<file path="src/cbu_pkg.sv">
package cbu_pkg;
    // opcode upper bytes
    localparam logic [7:0] OPC_BR_CARRY_CLEAR = 8'he3;
    localparam logic [7:0] OPC_BR_NEG_CLEAR = 8'he7;
    localparam int INSTR_W = 16;
    localparam int PC_W = 21;
    localparam int OFFSET_W = 8;
    localparam int STATUS_W = 8;
    localparam int CARRY_BIT = 0;
    localparam int NEGATIVE_BIT = 4;
    localparam int PC_STEP = 2;
    localparam int PHASES = 4;
    localparam logic [1:0] PHASE_DECODE = 2'h0;
    localparam logic [1:0] PHASE_READ = 2'h1;
    localparam logic [1:0] PHASE_PROCESS = 2'h2;
    localparam logic [1:0] PHASE_WRITE = 2'h3;
    localparam logic [PC_W-1:0] PC_RESET = 21'h000000;
    typedef enum logic [1:0] {CBU_IDLE, CBU_EXEC, CBU_FLUSH} cbu_state_e;
endpackage

</file>
<file path="src/cbu_branch_unit.sv">
`timescale 1ns/1ps
`default_nettype none
module cbu_branch_unit #(
    parameter int PC_W = cbu_pkg::PC_W
) (
    input wire logic clk_sys_i,
    input wire logic rst_n_i,
    input wire logic instr_valid_i,
    input wire logic [cbu_pkg::INSTR_W-1:0] instr_i,
    input wire logic [PC_W-1:0] pc_i,
    input wire logic [cbu_pkg::STATUS_W-1:0] status_i,
    output logic busy_o,
    output logic match_o,
    output logic pc_we_o,
    output logic [PC_W-1:0] pc_o,
    output logic nop_o,
    output logic done_o,
    output logic taken_o
);
    function automatic logic is_branch(input logic [7:0] opc);
        is_branch = (opc == cbu_pkg::OPC_BR_CARRY_CLEAR) || (opc == cbu_pkg::OPC_BR_NEG_CLEAR);
    endfunction

    cbu_pkg::cbu_state_e state;
    logic [1:0] phase;
    logic [7:0] opc;
    logic [7:0] offset;
    logic [PC_W-1:0] pc_next_word;
    logic cond;
    logic take;
    logic [PC_W-1:0] target;
    logic accept;
    logic exec_last;
    logic flush_last;

    cbu_target_calc #(.PC_W(PC_W)) u_calc (
        .pc_i(pc_next_word),
        .offset_i(offset),
        .target_o(target)
    );

    always_comb
    begin
        cond = 1'b0;
        if (opc == cbu_pkg::OPC_BR_CARRY_CLEAR)
        begin
            cond = ~status_i[cbu_pkg::CARRY_BIT];
        end
        else if (opc == cbu_pkg::OPC_BR_NEG_CLEAR)
        begin
            cond = ~status_i[cbu_pkg::NEGATIVE_BIT];
        end
    end

    // condition is sampled in the process phase
    always_ff @(posedge clk_sys_i or negedge rst_n_i)
    begin
        if (!rst_n_i)
        begin
            take <= 1'b0;
        end
        else if (state == cbu_pkg::CBU_EXEC && phase == cbu_pkg::PHASE_PROCESS)
        begin
            take <= cond;
        end
    end

    // capture: an accepted request in idle latches opcode, offset and advanced counter
    always_ff @(posedge clk_sys_i or negedge rst_n_i)
    begin
        if (!rst_n_i)
        begin
            opc <= 8'h00;
            offset <= 8'h00;
            pc_next_word <= cbu_pkg::PC_RESET;
        end
        else if (accept)
        begin
            opc <= instr_i[15:8];
            offset <= instr_i[7:0];
            pc_next_word <= pc_i + PC_W'(cbu_pkg::PC_STEP);
        end
    end

    always_ff @(posedge clk_sys_i or negedge rst_n_i)
    begin
        if (!rst_n_i)
        begin
            state <= cbu_pkg::CBU_IDLE;
            phase <= cbu_pkg::PHASE_DECODE;
        end
        else
        begin
            unique case (state)
                cbu_pkg::CBU_IDLE:
                begin
                    phase <= cbu_pkg::PHASE_READ;
                    if (accept)
                    begin
                        state <= cbu_pkg::CBU_EXEC;
                    end
                end
                cbu_pkg::CBU_EXEC:
                begin
                    phase <= phase + 2'h1;
                    if (phase == cbu_pkg::PHASE_WRITE)
                    begin
                        state <= take ? cbu_pkg::CBU_FLUSH : cbu_pkg::CBU_IDLE;
                    end
                end
                cbu_pkg::CBU_FLUSH:
                begin
                    phase <= phase + 2'h1;
                    if (phase == cbu_pkg::PHASE_WRITE)
                    begin
                        state <= cbu_pkg::CBU_IDLE;
                    end
                end
                default:
                begin
                    state <= cbu_pkg::CBU_IDLE;
                end
            endcase
        end
    end

    // sequencer positions shared by the output registers
    always_comb
    begin
        accept = (state == cbu_pkg::CBU_IDLE) && instr_valid_i && is_branch(instr_i[15:8]);
        exec_last = (state == cbu_pkg::CBU_EXEC) && (phase == cbu_pkg::PHASE_WRITE);
        flush_last = (state == cbu_pkg::CBU_FLUSH) && (phase == cbu_pkg::PHASE_WRITE);
    end

    // outputs registered; the unit never drives status, so flags stay untouched
    always_ff @(posedge clk_sys_i or negedge rst_n_i)
    begin
        if (!rst_n_i)
        begin
            match_o <= 1'b0;
        end
        else
        begin
            match_o <= accept;
        end
    end

    always_ff @(posedge clk_sys_i or negedge rst_n_i)
    begin
        if (!rst_n_i)
        begin
            busy_o <= 1'b0;
        end
        else
        begin
            busy_o <= accept
                || (state == cbu_pkg::CBU_EXEC && !(exec_last && !take))
                || (state == cbu_pkg::CBU_FLUSH && !flush_last);
        end
    end

    always_ff @(posedge clk_sys_i or negedge rst_n_i)
    begin
        if (!rst_n_i)
        begin
            pc_we_o <= 1'b0;
        end
        else
        begin
            pc_we_o <= exec_last && take;
        end
    end

    always_ff @(posedge clk_sys_i or negedge rst_n_i)
    begin
        if (!rst_n_i)
        begin
            pc_o <= cbu_pkg::PC_RESET;
        end
        else if (exec_last && take)
        begin
            pc_o <= target;
        end
    end

    always_ff @(posedge clk_sys_i or negedge rst_n_i)
    begin
        if (!rst_n_i)
        begin
            taken_o <= 1'b0;
        end
        else if (exec_last)
        begin
            taken_o <= take;
        end
    end

    always_ff @(posedge clk_sys_i or negedge rst_n_i)
    begin
        if (!rst_n_i)
        begin
            done_o <= 1'b0;
        end
        else
        begin
            done_o <= (exec_last && !take) || flush_last;
        end
    end

    always_ff @(posedge clk_sys_i or negedge rst_n_i)
    begin
        if (!rst_n_i)
        begin
            nop_o <= 1'b0;
        end
        else
        begin
            nop_o <= (exec_last && take)
                || (state == cbu_pkg::CBU_FLUSH && !flush_last);
        end
    end
endmodule
`default_nettype wire

</file>
<file path="src/cbu_target_calc.sv">
`timescale 1ns/1ps
`default_nettype none
module cbu_target_calc #(
    parameter int PC_W = 21
) (
    input wire logic [PC_W-1:0] pc_i,
    input wire logic [7:0] offset_i,
    output logic [PC_W-1:0] target_o
);
    // pc_i has already advanced by two past the branch word
    always_comb
    begin
        target_o = pc_i + {{(PC_W-9){offset_i[7]}}, offset_i, 1'b0};
    end
endmodule
`default_nettype wire

</file>
<file path="config.mk">
export PLATFORM = sky130hd
export DESIGN_NAME = cbu_branch_unit
export DESIGN_NICKNAME = d
export VERILOG_FILES = /design/src/cbu_pkg.sv /design/src/cbu_branch_unit.sv /design/src/cbu_target_calc.sv
export SDC_FILE = /design/constraint.sdc
export NUM_CORES = 1
export LEC_CHECK = 0
export ABC_CLOCK_PERIOD_IN_PS = 5700
export BUFFER_PORTS_ARGS = -buffer_cell sky130_fd_sc_hd__buf_2
export CORE_ASPECT_RATIO = 1.75
export CORE_MARGIN = 3
export CORE_UTILIZATION = 45
export CTS_CLUSTER_DIAMETER = 150
export DETAILED_ROUTE_END_ITERATION = 16
export HOLD_SLACK_MARGIN = 0.08
export PLACE_DENSITY = 0.67
export SLEW_MARGIN = 20
export SYNTH_ARGS = -nofsm -noshare
export SYNTH_HDL_FRONTEND = slang
export SYNTH_HIERARCHICAL = 1
export SYNTH_SLANG_ARGS = --single-unit
</file>
<file path="constraint.sdc">
create_clock -name clk_sys_i -period 5.7 [get_ports clk_sys_i]
set_input_delay 0.855 -clock clk_sys_i [delete_from_list [all_inputs] [get_ports clk_sys_i]]
set_output_delay 0.855 -clock clk_sys_i [all_outputs]
set_load 0.005 [all_outputs]
</file>
==> metrics.txt, run 1 <==
CTS clk-pin slew, worst paths 50 ps; Post-Synthesis Cells slightly below 400; Critical Path, Cell by Cell ha_1, a2111oi_0, o21ai_1, nand4_1, nand2_1, o311a_1, mux2_2; WS Path Type flop to flop; Synth top cells by count 69 x dfrtp_1, 33 x a21oi_1, 31 x mux2_2; total gr overflow 0; PostCTS Resize Cnt 0; setup TNS 0 ps; final worst path period share 0.487; Post-CTS Hold Buffers 0; Mapped Nets around 470; I/O Pins 75; P_leak 2.43 nW; Hold/Removal Path Class flop to flop; CP Capture Point pc_o[19]$_DFFE_PN0P_; Final Setup Violations 0; DP HPWL 6.43 mm; area share of the leading cell type in the synthesized netlist 0.429; PD cells ~300 nW/um2; ys flop type dfrtp_1; CTS max path bufs 2; die area about 10000 um2; area of the core slightly below 9000 um2; Overall Global Routing Usage 0.179; multi-input logic area ~2200 um2; vias in the first global route approximately 3.2k; Clk network pwr share 0.349; maximum level of the CTS H-tree 3; Worst setup SP type flop; Seq/Total Area, Yosys 0.429; setup bufs post-CTS 0; hold path depth 1; max_slew headroom 0.433; Final GP Congestion ~0.8; CTS root buffer clkbuf_16; DIE HEIGHT 131 um; status complete, no violations; number of synthesized flops with an enable pin 0; Syn Area/Cell 10.3 um2; Final Slew Violations 0; Sw Ratio 0.290; sequential share of power 0.420; synth unique cells 55; reg2reg start offset[7]$_DFFE_PN0P_; internal power 0.00100 W; Clock Skews 4.52 ps; CP peak stage delay about 640 ps; R2R depth 7; ratio of cells with drive above 1 in the final layout 0.265; via/cell ratio approximately 5.4; drt wl/cell ~15 um; Worst Path Arrival around 3000 ps; combinational power share 0.231; antenna cells 0; Peak VDD IR around 180 uV; Mapped Area between 4000 and 5000 um2; Max Clock Freq 360 MHz; vias 3141; Area growth syn-to-layout 17.2%; nets between 500 and 600; Async S/R FF share, synth 1.00; RSZ-0062 raised after global routing no; Crit. Startpoint offset[7]$_DFFE_PN0P_; WP data required 5920 ps; CTS buffer count 9; Yosys reg bits between 60 and 70; Final Hold Viols 0; Max Cap Viol 0; largest net degree at the start of global routing 70; r2r endpoint pc_o[19]$_DFFE_PN0P_; Synth Warn # 6; initial core utilization 0.464; Min Hold Slack approximately 460 ps; top post-synthesis cells by area dfrtp_1 43%, mux2_2 8.7%, ha_1 8.1%; DR DRC count 0; Period minus WS final ~2800 ps; wirelength, routed approximately 8.5 mm; # fillers about 840; register area 1730 um2; CP max FO 14; first-pass GRT wire length roughly 14 mm; Crit. End Element flop; FF-to-FF setup slack around 2900 ps; initial antenna violation count 0; DRT Pass-1 Iters 4; total placed cells including tap cells around 570; DRT iter0 DRCs 94; Switch Pwr ~0.0004 W; most frequent cell after synthesis dfrtp_1; CTS tree yes; clk sinks between 60 and 70; port bufs ~70; Finished Layout Cells 582; CP max-delay cell dfrtp_1; clk_lat worst skew 330 ps; Slew @ Worst Pin about 850 ps; Die X roughly 77 um; Routed Antenna Nets 0; top cell type by total area after synthesis dfrtp_1; row count 45
-- worst min-delay path by stage --
stage | startpoint | end | slack [ps]
6_report | opc[5]$_DFFE_PN0P_ | opc[5]$_DFFE_PN0P_ | 460
3_3_place_gp | opc[4]$_DFFE_PN0P_ | take$_DFFE_PN0P_ | 440
5_1_grt | opc[7]$_DFFE_PN0P_ | opc[7]$_DFFE_PN0P_ | 490
3_5_place_dp | opc[4]$_DFFE_PN0P_ | take$_DFFE_PN0P_ | 440
2_1_floorplan | opc[4]$_DFFE_PN0P_ | take$_DFFE_PN0P_ | 420
4_1_cts | opc[5]$_DFFE_PN0P_ | opc[5]$_DFFE_PN0P_ | 460
-- critical path, delay by kind of cell (launching register included) --
kind | cells | cell delay [ps]
AOI/OAI and AO/OA | 3 | 950
DFF | 1 | 640
and+or+nand+nor | 2 | 410
adders and majority gates | 1 | 400
muxes | 1 | 250
-- cells by family after synthesis --
logic type / count (synthesis) / share of synthesized area
simple gates: 124 / 0.159
mux: 33 / 0.0918
flops: 69 / 0.429
fa+ha+maj: 27 / 0.0858
buf+inv: 22 / 0.0271
compound gates: 90 / 0.149
xor+xnor: 27 / 0.0588
-- flip-flops by register name, indices dropped and copies added, names as in the netlist --
name,flops
nop_o,1
match_o,1
take,1
phase,2
pc_o,21
opc,8
taken_o,1
state,2
offset,8
pc_next_word,21
busy_o,1
done_o,1
pc_we_o,1
-- routing by layer --
metal / share of wire / vias to the layer above / track usage
li1: - / 1565 / -
met3: 0.050 / 16 / 0.0568
met4: 0.027 / 0 / 0.0828
met2: 0.54 / 63 / 0.330
met5: 0 / - / 0
met1: 0.38 / 1497 / 0.184
-- power groups by stage --
stage | clock network, W | registers [W] | logic [W]
6_report | 0.000492 | 0.000594 | 0.000327
2_1_floorplan | 0 | 0.000595 | 0.000226
5_1_grt | 0.000533 | 0.000603 | 0.000370
3_5_place_dp | 0 | 0.000603 | 0.000328
3_3_place_gp | 0 | 0.000600 | 0.000316
4_1_cts | 0.000507 | 0.000595 | 0.000330
-- layout make-up --
cell class | count | area share
clock buffers | 13 | 0.0531
clock inverters | 2 | 0.00212
inverters | 10 | 0.00796
multi-input cells | 301 | 0.464
flip-flops and latches | 69 | 0.366
well taps | 117 | 0.0311
repair buffers | 70 | 0.0754
-- cell usage in the layout, fill, tap and decap left out, types with 3 or more instances in the layout --
master,Yosys,final
dfrtp_1,69,69
buf_2,3,68
a21oi_1,33,33
mux2_2,31,31
nand2_1,29,29
nor2_1,26,26
ha_1,26,26
nand3_1,18,18
xnor2_1,16,16
o21ai_0,14,14
xor2_1,11,11
nand4_1,10,10
inv_1,9,9
nand2b_1,9,9
clkbuf_16,0,9
a21o_1,8,8
a31oi_1,7,7
and3_1,6,6
or3_1,6,6
o211ai_1,3,3
nor4_1,3,3
and2_1,3,3
clkbuf_1,5,3
a211oi_1,3,3
o21bai_1,3,3
o21ai_1,3,3
-- metrics by stage --
stage	power, W	cell area, um2	utilization	setup slack, ps
detailed placement	0.000930	4450	0.514	2610
CTS	0.00143	4710	0.544	2900
global route	0.00151	4710	0.544	2600
finish	0.00141	4710	0.544	2920
floorplan	0.000821	4020	-	3370
global placement	0.000916	4450	0.514	2650
Note: power is estimated with default switching activity, not from simulation.
==> run 2, diff against run 1 <==
--- a/config.mk
+++ b/config.mk
@@ -5,7 +5,7 @@
 export SDC_FILE = /design/constraint.sdc
 export NUM_CORES = 1
 export LEC_CHECK = 0
-export ABC_CLOCK_PERIOD_IN_PS = 5700
+export ABC_CLOCK_PERIOD_IN_PS = 2380
 export BUFFER_PORTS_ARGS = -buffer_cell sky130_fd_sc_hd__buf_2
 export CORE_ASPECT_RATIO = 1.75
 export CORE_MARGIN = 3
@@ -13,7 +13,7 @@
 export CTS_CLUSTER_DIAMETER = 150
 export DETAILED_ROUTE_END_ITERATION = 16
 export HOLD_SLACK_MARGIN = 0.08
-export PLACE_DENSITY = 0.67
+export PLACE_DENSITY = 0.69
 export SLEW_MARGIN = 20
 export SYNTH_ARGS = -nofsm -noshare
 export SYNTH_HDL_FRONTEND = slang
==> constraint.sdc (replaced) <==
create_clock -name clk_sys_i -period 2.38 [get_ports clk_sys_i]
set_input_delay 0.357 -clock clk_sys_i [delete_from_list [all_inputs] [get_ports clk_sys_i]]
set_output_delay 0.357 -clock clk_sys_i [all_outputs]
set_load 0.005 [all_outputs]
==> metrics.txt, run 2 (synthesized netlist as in run 1, its figures left out) <==
DRT iter0 DRCs 170 (+81%); total gr overflow 0 (unchanged); clk sinks 69 (unchanged); Crit. Startpoint pc_next_word[1]$_DFFE_PN0P_; drt wl/cell 14.7 um (+0.96%); total power 0.00356 W (+150%); Hold/Removal Path Class input pin to flop; status complete, no violations; maximum level of the CTS H-tree 3 (unchanged); final worst path period share 0.973 (+0.486); r2r endpoint pc_o[19]$_DFFE_PN0P_; Final GP Congestion 0.809 (+0.63%); Peak VDD IR 564 uV (+220%); vias 3264 (+3.9%); I/O Pins 75 (unchanged); vias in the first global route 3273 (+3.2%); total placed cells including tap cells 590 (+4.1%); DP HPWL 6.66 mm (+3.6%); via/cell ratio 5.34 (-1.0%); DIE HEIGHT 131 um (unchanged); CTS buffer count 9 (unchanged); Area growth syn-to-layout 26.6%; port bufs 68 (unchanged); Overall Global Routing Usage 0.185 (+0.00569); Final Hold Viols 0 (unchanged); Min Hold Slack 220 ps (-239 ps); CTS max path bufs 2 (unchanged); P_leak 2.58 nW (+6.3%); CTS clk-pin slew, worst paths 50 ps (about the same); WS Path Type flop to flop; Worst Path Arrival 2530 ps (-470 ps); FF-to-FF setup slack 60 ps (-2860 ps); initial core utilization 0.464 (unchanged); DRT Pass-1 Iters 4 (unchanged); R2R depth 8 (+1); Clock Skews 5.05 ps (+0.524 ps); Final Setup Violations 0 (unchanged); Max Cap Viol 0 (unchanged); Sw Ratio 0.291 (+0.00154); largest net degree at the start of global routing 44 (-37%); area of the core 8670 um2 (unchanged); CTS root buffer clkbuf_16; DR DRC count 0 (unchanged); Clk network pwr share 0.346 (-0.003); PD cells 699 nW/um2 (+130%); first-pass GRT wire length 14.7 mm (+2.7%); initial antenna violation count 0 (unchanged); Period minus WS final 2320 ps (-462 ps); antenna cells 0 (unchanged); Worst setup SP type flop; Die X 77.5 um (unchanged); Finished Core Util 0.587 (+0.0437); CP max FO 2 (-12); Final Slew Violations 0 (unchanged); CTS tree yes; largest registers pc_next_word: 21 flops, pc_o: 21 flops; Switch Pwr 0.00104 W (+150%); max_slew headroom 0.553 (+0.120); die area 10200 um2 (unchanged); HP Start instr_i[10]; Finished Layout Cells 611 (+5.0%); Slew @ Worst Pin 671 ps (-180 ps); row count 45 (unchanged); commonest non-fill, non-tap cells in the layout 68 x dfrtp_1, 68 x buf_2, 31 x mux2_2; sequential share of power 0.402 (-0.018); Area after DPL 4650 um2 (+4.4%); clk_lat worst skew 330 ps (about the same); CP Capture Point pc_o[19]$_DFFE_PN0P_; nets 564 (+5.2%); ratio of cells with drive above 1 in the final layout 0.348 (+0.0837); reg2reg start pc_next_word[1]$_DFFE_PN0P_; internal power 0.00252 W (+150%); design area 5090 um2 (+8.0%); wirelength, routed 8.99 mm (+6.0%); WP data required 2600 ps (-3320 ps); combinational power share 0.253 (+0.022); Max Clock Freq 432 MHz (+20%); Routed Antenna Nets 0 (unchanged); Crit. End Element flop
==> run 2: power by group through the flow <==
stage / Clock [W] / Sequential [W] / Combinational [W]
global route: 0.00131 / 0.00145 / 0.00102
CTS: 0.00126 / 0.00142 / 0.000856
floorplan: 0 / 0.00143 / 0.000541
global placement: 0 / 0.00143 / 0.000814
finish: 0.00123 / 0.00143 / 0.000900
detailed placement: 0 / 0.00144 / 0.000842
==> run 2: metal layers <==
layer | GRT usage | up-vias | wire [um]
li1 | - | 1623 | -
met3 | 0.0451 | 16 | 383
met5 | 0 | - | 0
met2 | 0.353 | 81 | 4890
met1 | 0.184 | 1544 | 3460
met4 | 0.0943 | 0 | 254
==> run 2: critical path, cell delays in order, from the launching register on <==
cell and delay (ps):
dfrtp_1 380, ha_2 200, fa_2 390, a211oi_4 280, o21ai_2 110, nand4_1 200
nand2_1 100, o311a_1 290, mux2_2 260
==> run 2: timing repair <==
action,in CTS,in global routing
resized for setup,3,21
setup buffers,0,4
hold endpoints to repair,22,0
endpoints found under the setup margin,5,8
pin swaps,1,4
hold buffers,1,0
==> run 2: final cells by class <==
| cell class | instances | area, um2 |
|---|---|---|
| Clock inverter | 4 | 22.5 |
| Timing Repair Buffer | 98 | 593 |
| Multi-Input combinational cell | 301 | 2310 |
| Sequential cell | 69 | 1730 |
| Inverter | 10 | 37.5 |
| Tap cell | 117 | 146 |
| Fill cell | 755 | 3580 |
| Clock buffer | 12 | 256 |
==> run 2: worst min-delay path by stage <==
stage                                  end  slack (ps)  cells past startpoint
2_1_floorplan             busy_o$_DFF_PN0_          60                      0
3_3_place_gp   pc_next_word[0]$_DFFE_PN0P_         410                      1
5_1_grt                 opc[2]$_DFFE_PN0P_         250                      3
6_report                opc[2]$_DFFE_PN0P_         220                      3
4_1_cts                 opc[2]$_DFFE_PN0P_         210                      3
3_5_place_dp   pc_next_word[0]$_DFFE_PN0P_         430                      1
==> run 2: per-stage QoR <==
stage / setup WS [ps] / TNS (ps)
6_report: 64.7 / 0
5_1_grt: -13.7 / -28.8
4_1_cts: 16.6 / 0
3_5_place_dp: -67.8 / -132
3_3_place_gp: -51.1 / -78.7
2_1_floorplan: 46.1 / 0
==> run 3, diff against run 2 <==
--- a/config.mk
+++ b/config.mk
@@ -9,11 +9,11 @@
 export BUFFER_PORTS_ARGS = -buffer_cell sky130_fd_sc_hd__buf_2
 export CORE_ASPECT_RATIO = 1.75
 export CORE_MARGIN = 3
-export CORE_UTILIZATION = 45
+export CORE_UTILIZATION = 50
 export CTS_CLUSTER_DIAMETER = 150
 export DETAILED_ROUTE_END_ITERATION = 16
 export HOLD_SLACK_MARGIN = 0.08
-export PLACE_DENSITY = 0.69
+export PLACE_DENSITY = 0.76
 export SLEW_MARGIN = 20
 export SYNTH_ARGS = -nofsm -noshare
 export SYNTH_HDL_FRONTEND = slang
==> metrics.txt, run 3 (synthesized netlist as in run 1, its figures left out) <==
initial antenna violation count 0 (unchanged); Max Clock Freq 426 MHz (-1.3%); Final Slew Violations 0 (unchanged); clk_lat worst skew 320 ps (about the same); wirelength, routed 8.73 mm (-2.8%); CTS max path bufs 2 (unchanged); total gr overflow 0 (unchanged); CTS clk-pin slew, worst paths 50 ps (about the same); Die X 73.8 um (-4.7%); DIE HEIGHT 125 um (-4.9%); # fillers 595 (-21%); Finished Layout Cells 583 (-4.6%); I/O Pins 75 (unchanged); port bufs 68 (unchanged); Period minus WS final 2350 ps (+30.4 ps); CP max FO 8 (+6); Clock Skews 5.63 ps (+0.578 ps); WS Path Type flop to flop; clk sinks 69 (unchanged); CP Capture Point pc_o[18]$_DFFE_PN0P_; PD cells 702 nW/um2 (+0.44%); CTS tree yes; status complete, no violations; reg2reg start offset[7]$_DFFE_PN0P_; ratio of cells with drive above 1 in the final layout 0.333 (-0.0148); Overall Global Routing Usage 0.200 (+0.0153); Slew @ Worst Pin 606 ps (-65.2 ps); Area growth syn-to-layout 24.9%; initial core utilization 0.524 (+0.0604); via/cell ratio 5.68 (+6.4%); Worst setup SP type flop; RSZ-0062 raised after global routing yes; total power 0.00353 W (-0.86%); FF-to-FF setup slack 30 ps (-30 ps); row count 42 (-6.7%); max_slew headroom 0.596 (+0.0434); Min Hold Slack 227 ps (+6.67 ps); largest net degree at the start of global routing 44 (unchanged); drt wl/cell 15.0 um (+1.8%); P_leak 2.58 nW (about the same); Hold/Removal Path Class input pin to flop; DRT iter0 DRCs 132 (-22%); Crit. Startpoint offset[7]$_DFFE_PN0P_; first-pass GRT wire length 14.6 mm (-0.42%); Crit. End Element flop; CTS buffer count 9 (unchanged); Final GP Congestion 0.866 (+7.0%); Final Setup Violations 0 (unchanged); total placed cells including tap cells 562 (-4.7%); vias 3314 (+1.5%); WP data required 2590 ps (about the same); maximum level of the CTS H-tree 3 (unchanged); Max Cap Viol 0 (unchanged); commonest non-fill, non-tap cells in the layout 68 x dfrtp_1, 68 x buf_2, 32 x a21oi_1; vias in the first global route 3300 (+0.82%); final worst path period share 0.986 (+0.0128); Worst Path Arrival 2560 ps (+30 ps); Finished Core Util 0.655 (+0.0678); Final Hold Viols 0 (unchanged); R2R depth 8 (unchanged); Routed Antenna Nets 0 (unchanged); r2r endpoint pc_o[18]$_DFFE_PN0P_; CTS root buffer clkbuf_16; Peak VDD IR 530 uV (-6.0%); DRT Pass-1 Iters 4 (unchanged); nets 565 (+0.18%); DR DRC count 0 (unchanged); area of the core 7670 um2 (-12%); antenna cells 0 (unchanged); DP HPWL 6.53 mm (-2.1%); die area 9200 um2 (-9.4%); largest registers pc_next_word: 21 flops, pc_o: 21 flops
## run 3: area by class of cell
class                           instances  area (um2)  area share
Inverter                               10        37.5     0.00747
Multi-Input combinational cell        301        2290       0.456
Clock buffer                           15         268      0.0533
Sequential cell                        69        1730       0.344
Timing Repair Buffer                   99         588       0.117
Tap cell                               88         110      0.0219
Clock inverter                          1        5.00    0.000996
## run 3: per-layer routing
metal,GRT usage,routed length [um],vias up
li1,-,-,1630
met1,0.224,3340,1573
met2,0.349,4780,90
met3,0.0363,348,21
met4,0.0982,255,0
met5,0,0,-
## run 3: worst min-delay path by stage
stage / start / endpoint / slack, ps / depth (start not counted)
floorplan: rst_n_i / busy_o$_DFF_PN0_ / 60 / 0
global placement: rst_n_i / pc_next_word[0]$_DFFE_PN0P_ / 390 / 1
detailed placement: rst_n_i / pc_next_word[0]$_DFFE_PN0P_ / 400 / 1
CTS: instr_i[10] / opc[2]$_DFFE_PN0P_ / 210 / 3
global route: instr_i[10] / opc[2]$_DFFE_PN0P_ / 230 / 3
finish: instr_i[10] / opc[2]$_DFFE_PN0P_ / 230 / 3
## run 3: repair_timing
item	CTS	global route
endpoints found under the hold margin	26	0
resized for setup	1	19
cloned	0	0
endpoints found under the setup margin	3	8
setup buffers	0	4
hold buffers	1	0
pin swaps	1	6
## run 3: critical path, cell delays in order, from the launching register on
cell and delay [ps]:
dfrtp_2 480, ha_1 380, and2_1 190, and3_2 210, a31oi_4 110, buf_4 160, or3_1 300, o311a_1 140
mux2_2 260
## run 3: where the power goes
group          internal (W)  switching [W]  total (W)
combinational      0.000427       0.000457   0.000884
clock              0.000761       0.000454    0.00122
sequential          0.00133       0.000101    0.00143
total               0.00252        0.00101    0.00353
## run 3: stage by stage
step           worst slack, ps  setup TNS, ps  cell area, um2
4_1_cts                   4.66              0            4900
2_1_floorplan             46.1              0            4020
6_report                  34.4              0            5030
3_3_place_gp             -30.0          -36.9            4610
5_1_grt                  -30.2          -37.7            5030
3_5_place_dp             -54.0          -64.7            4610
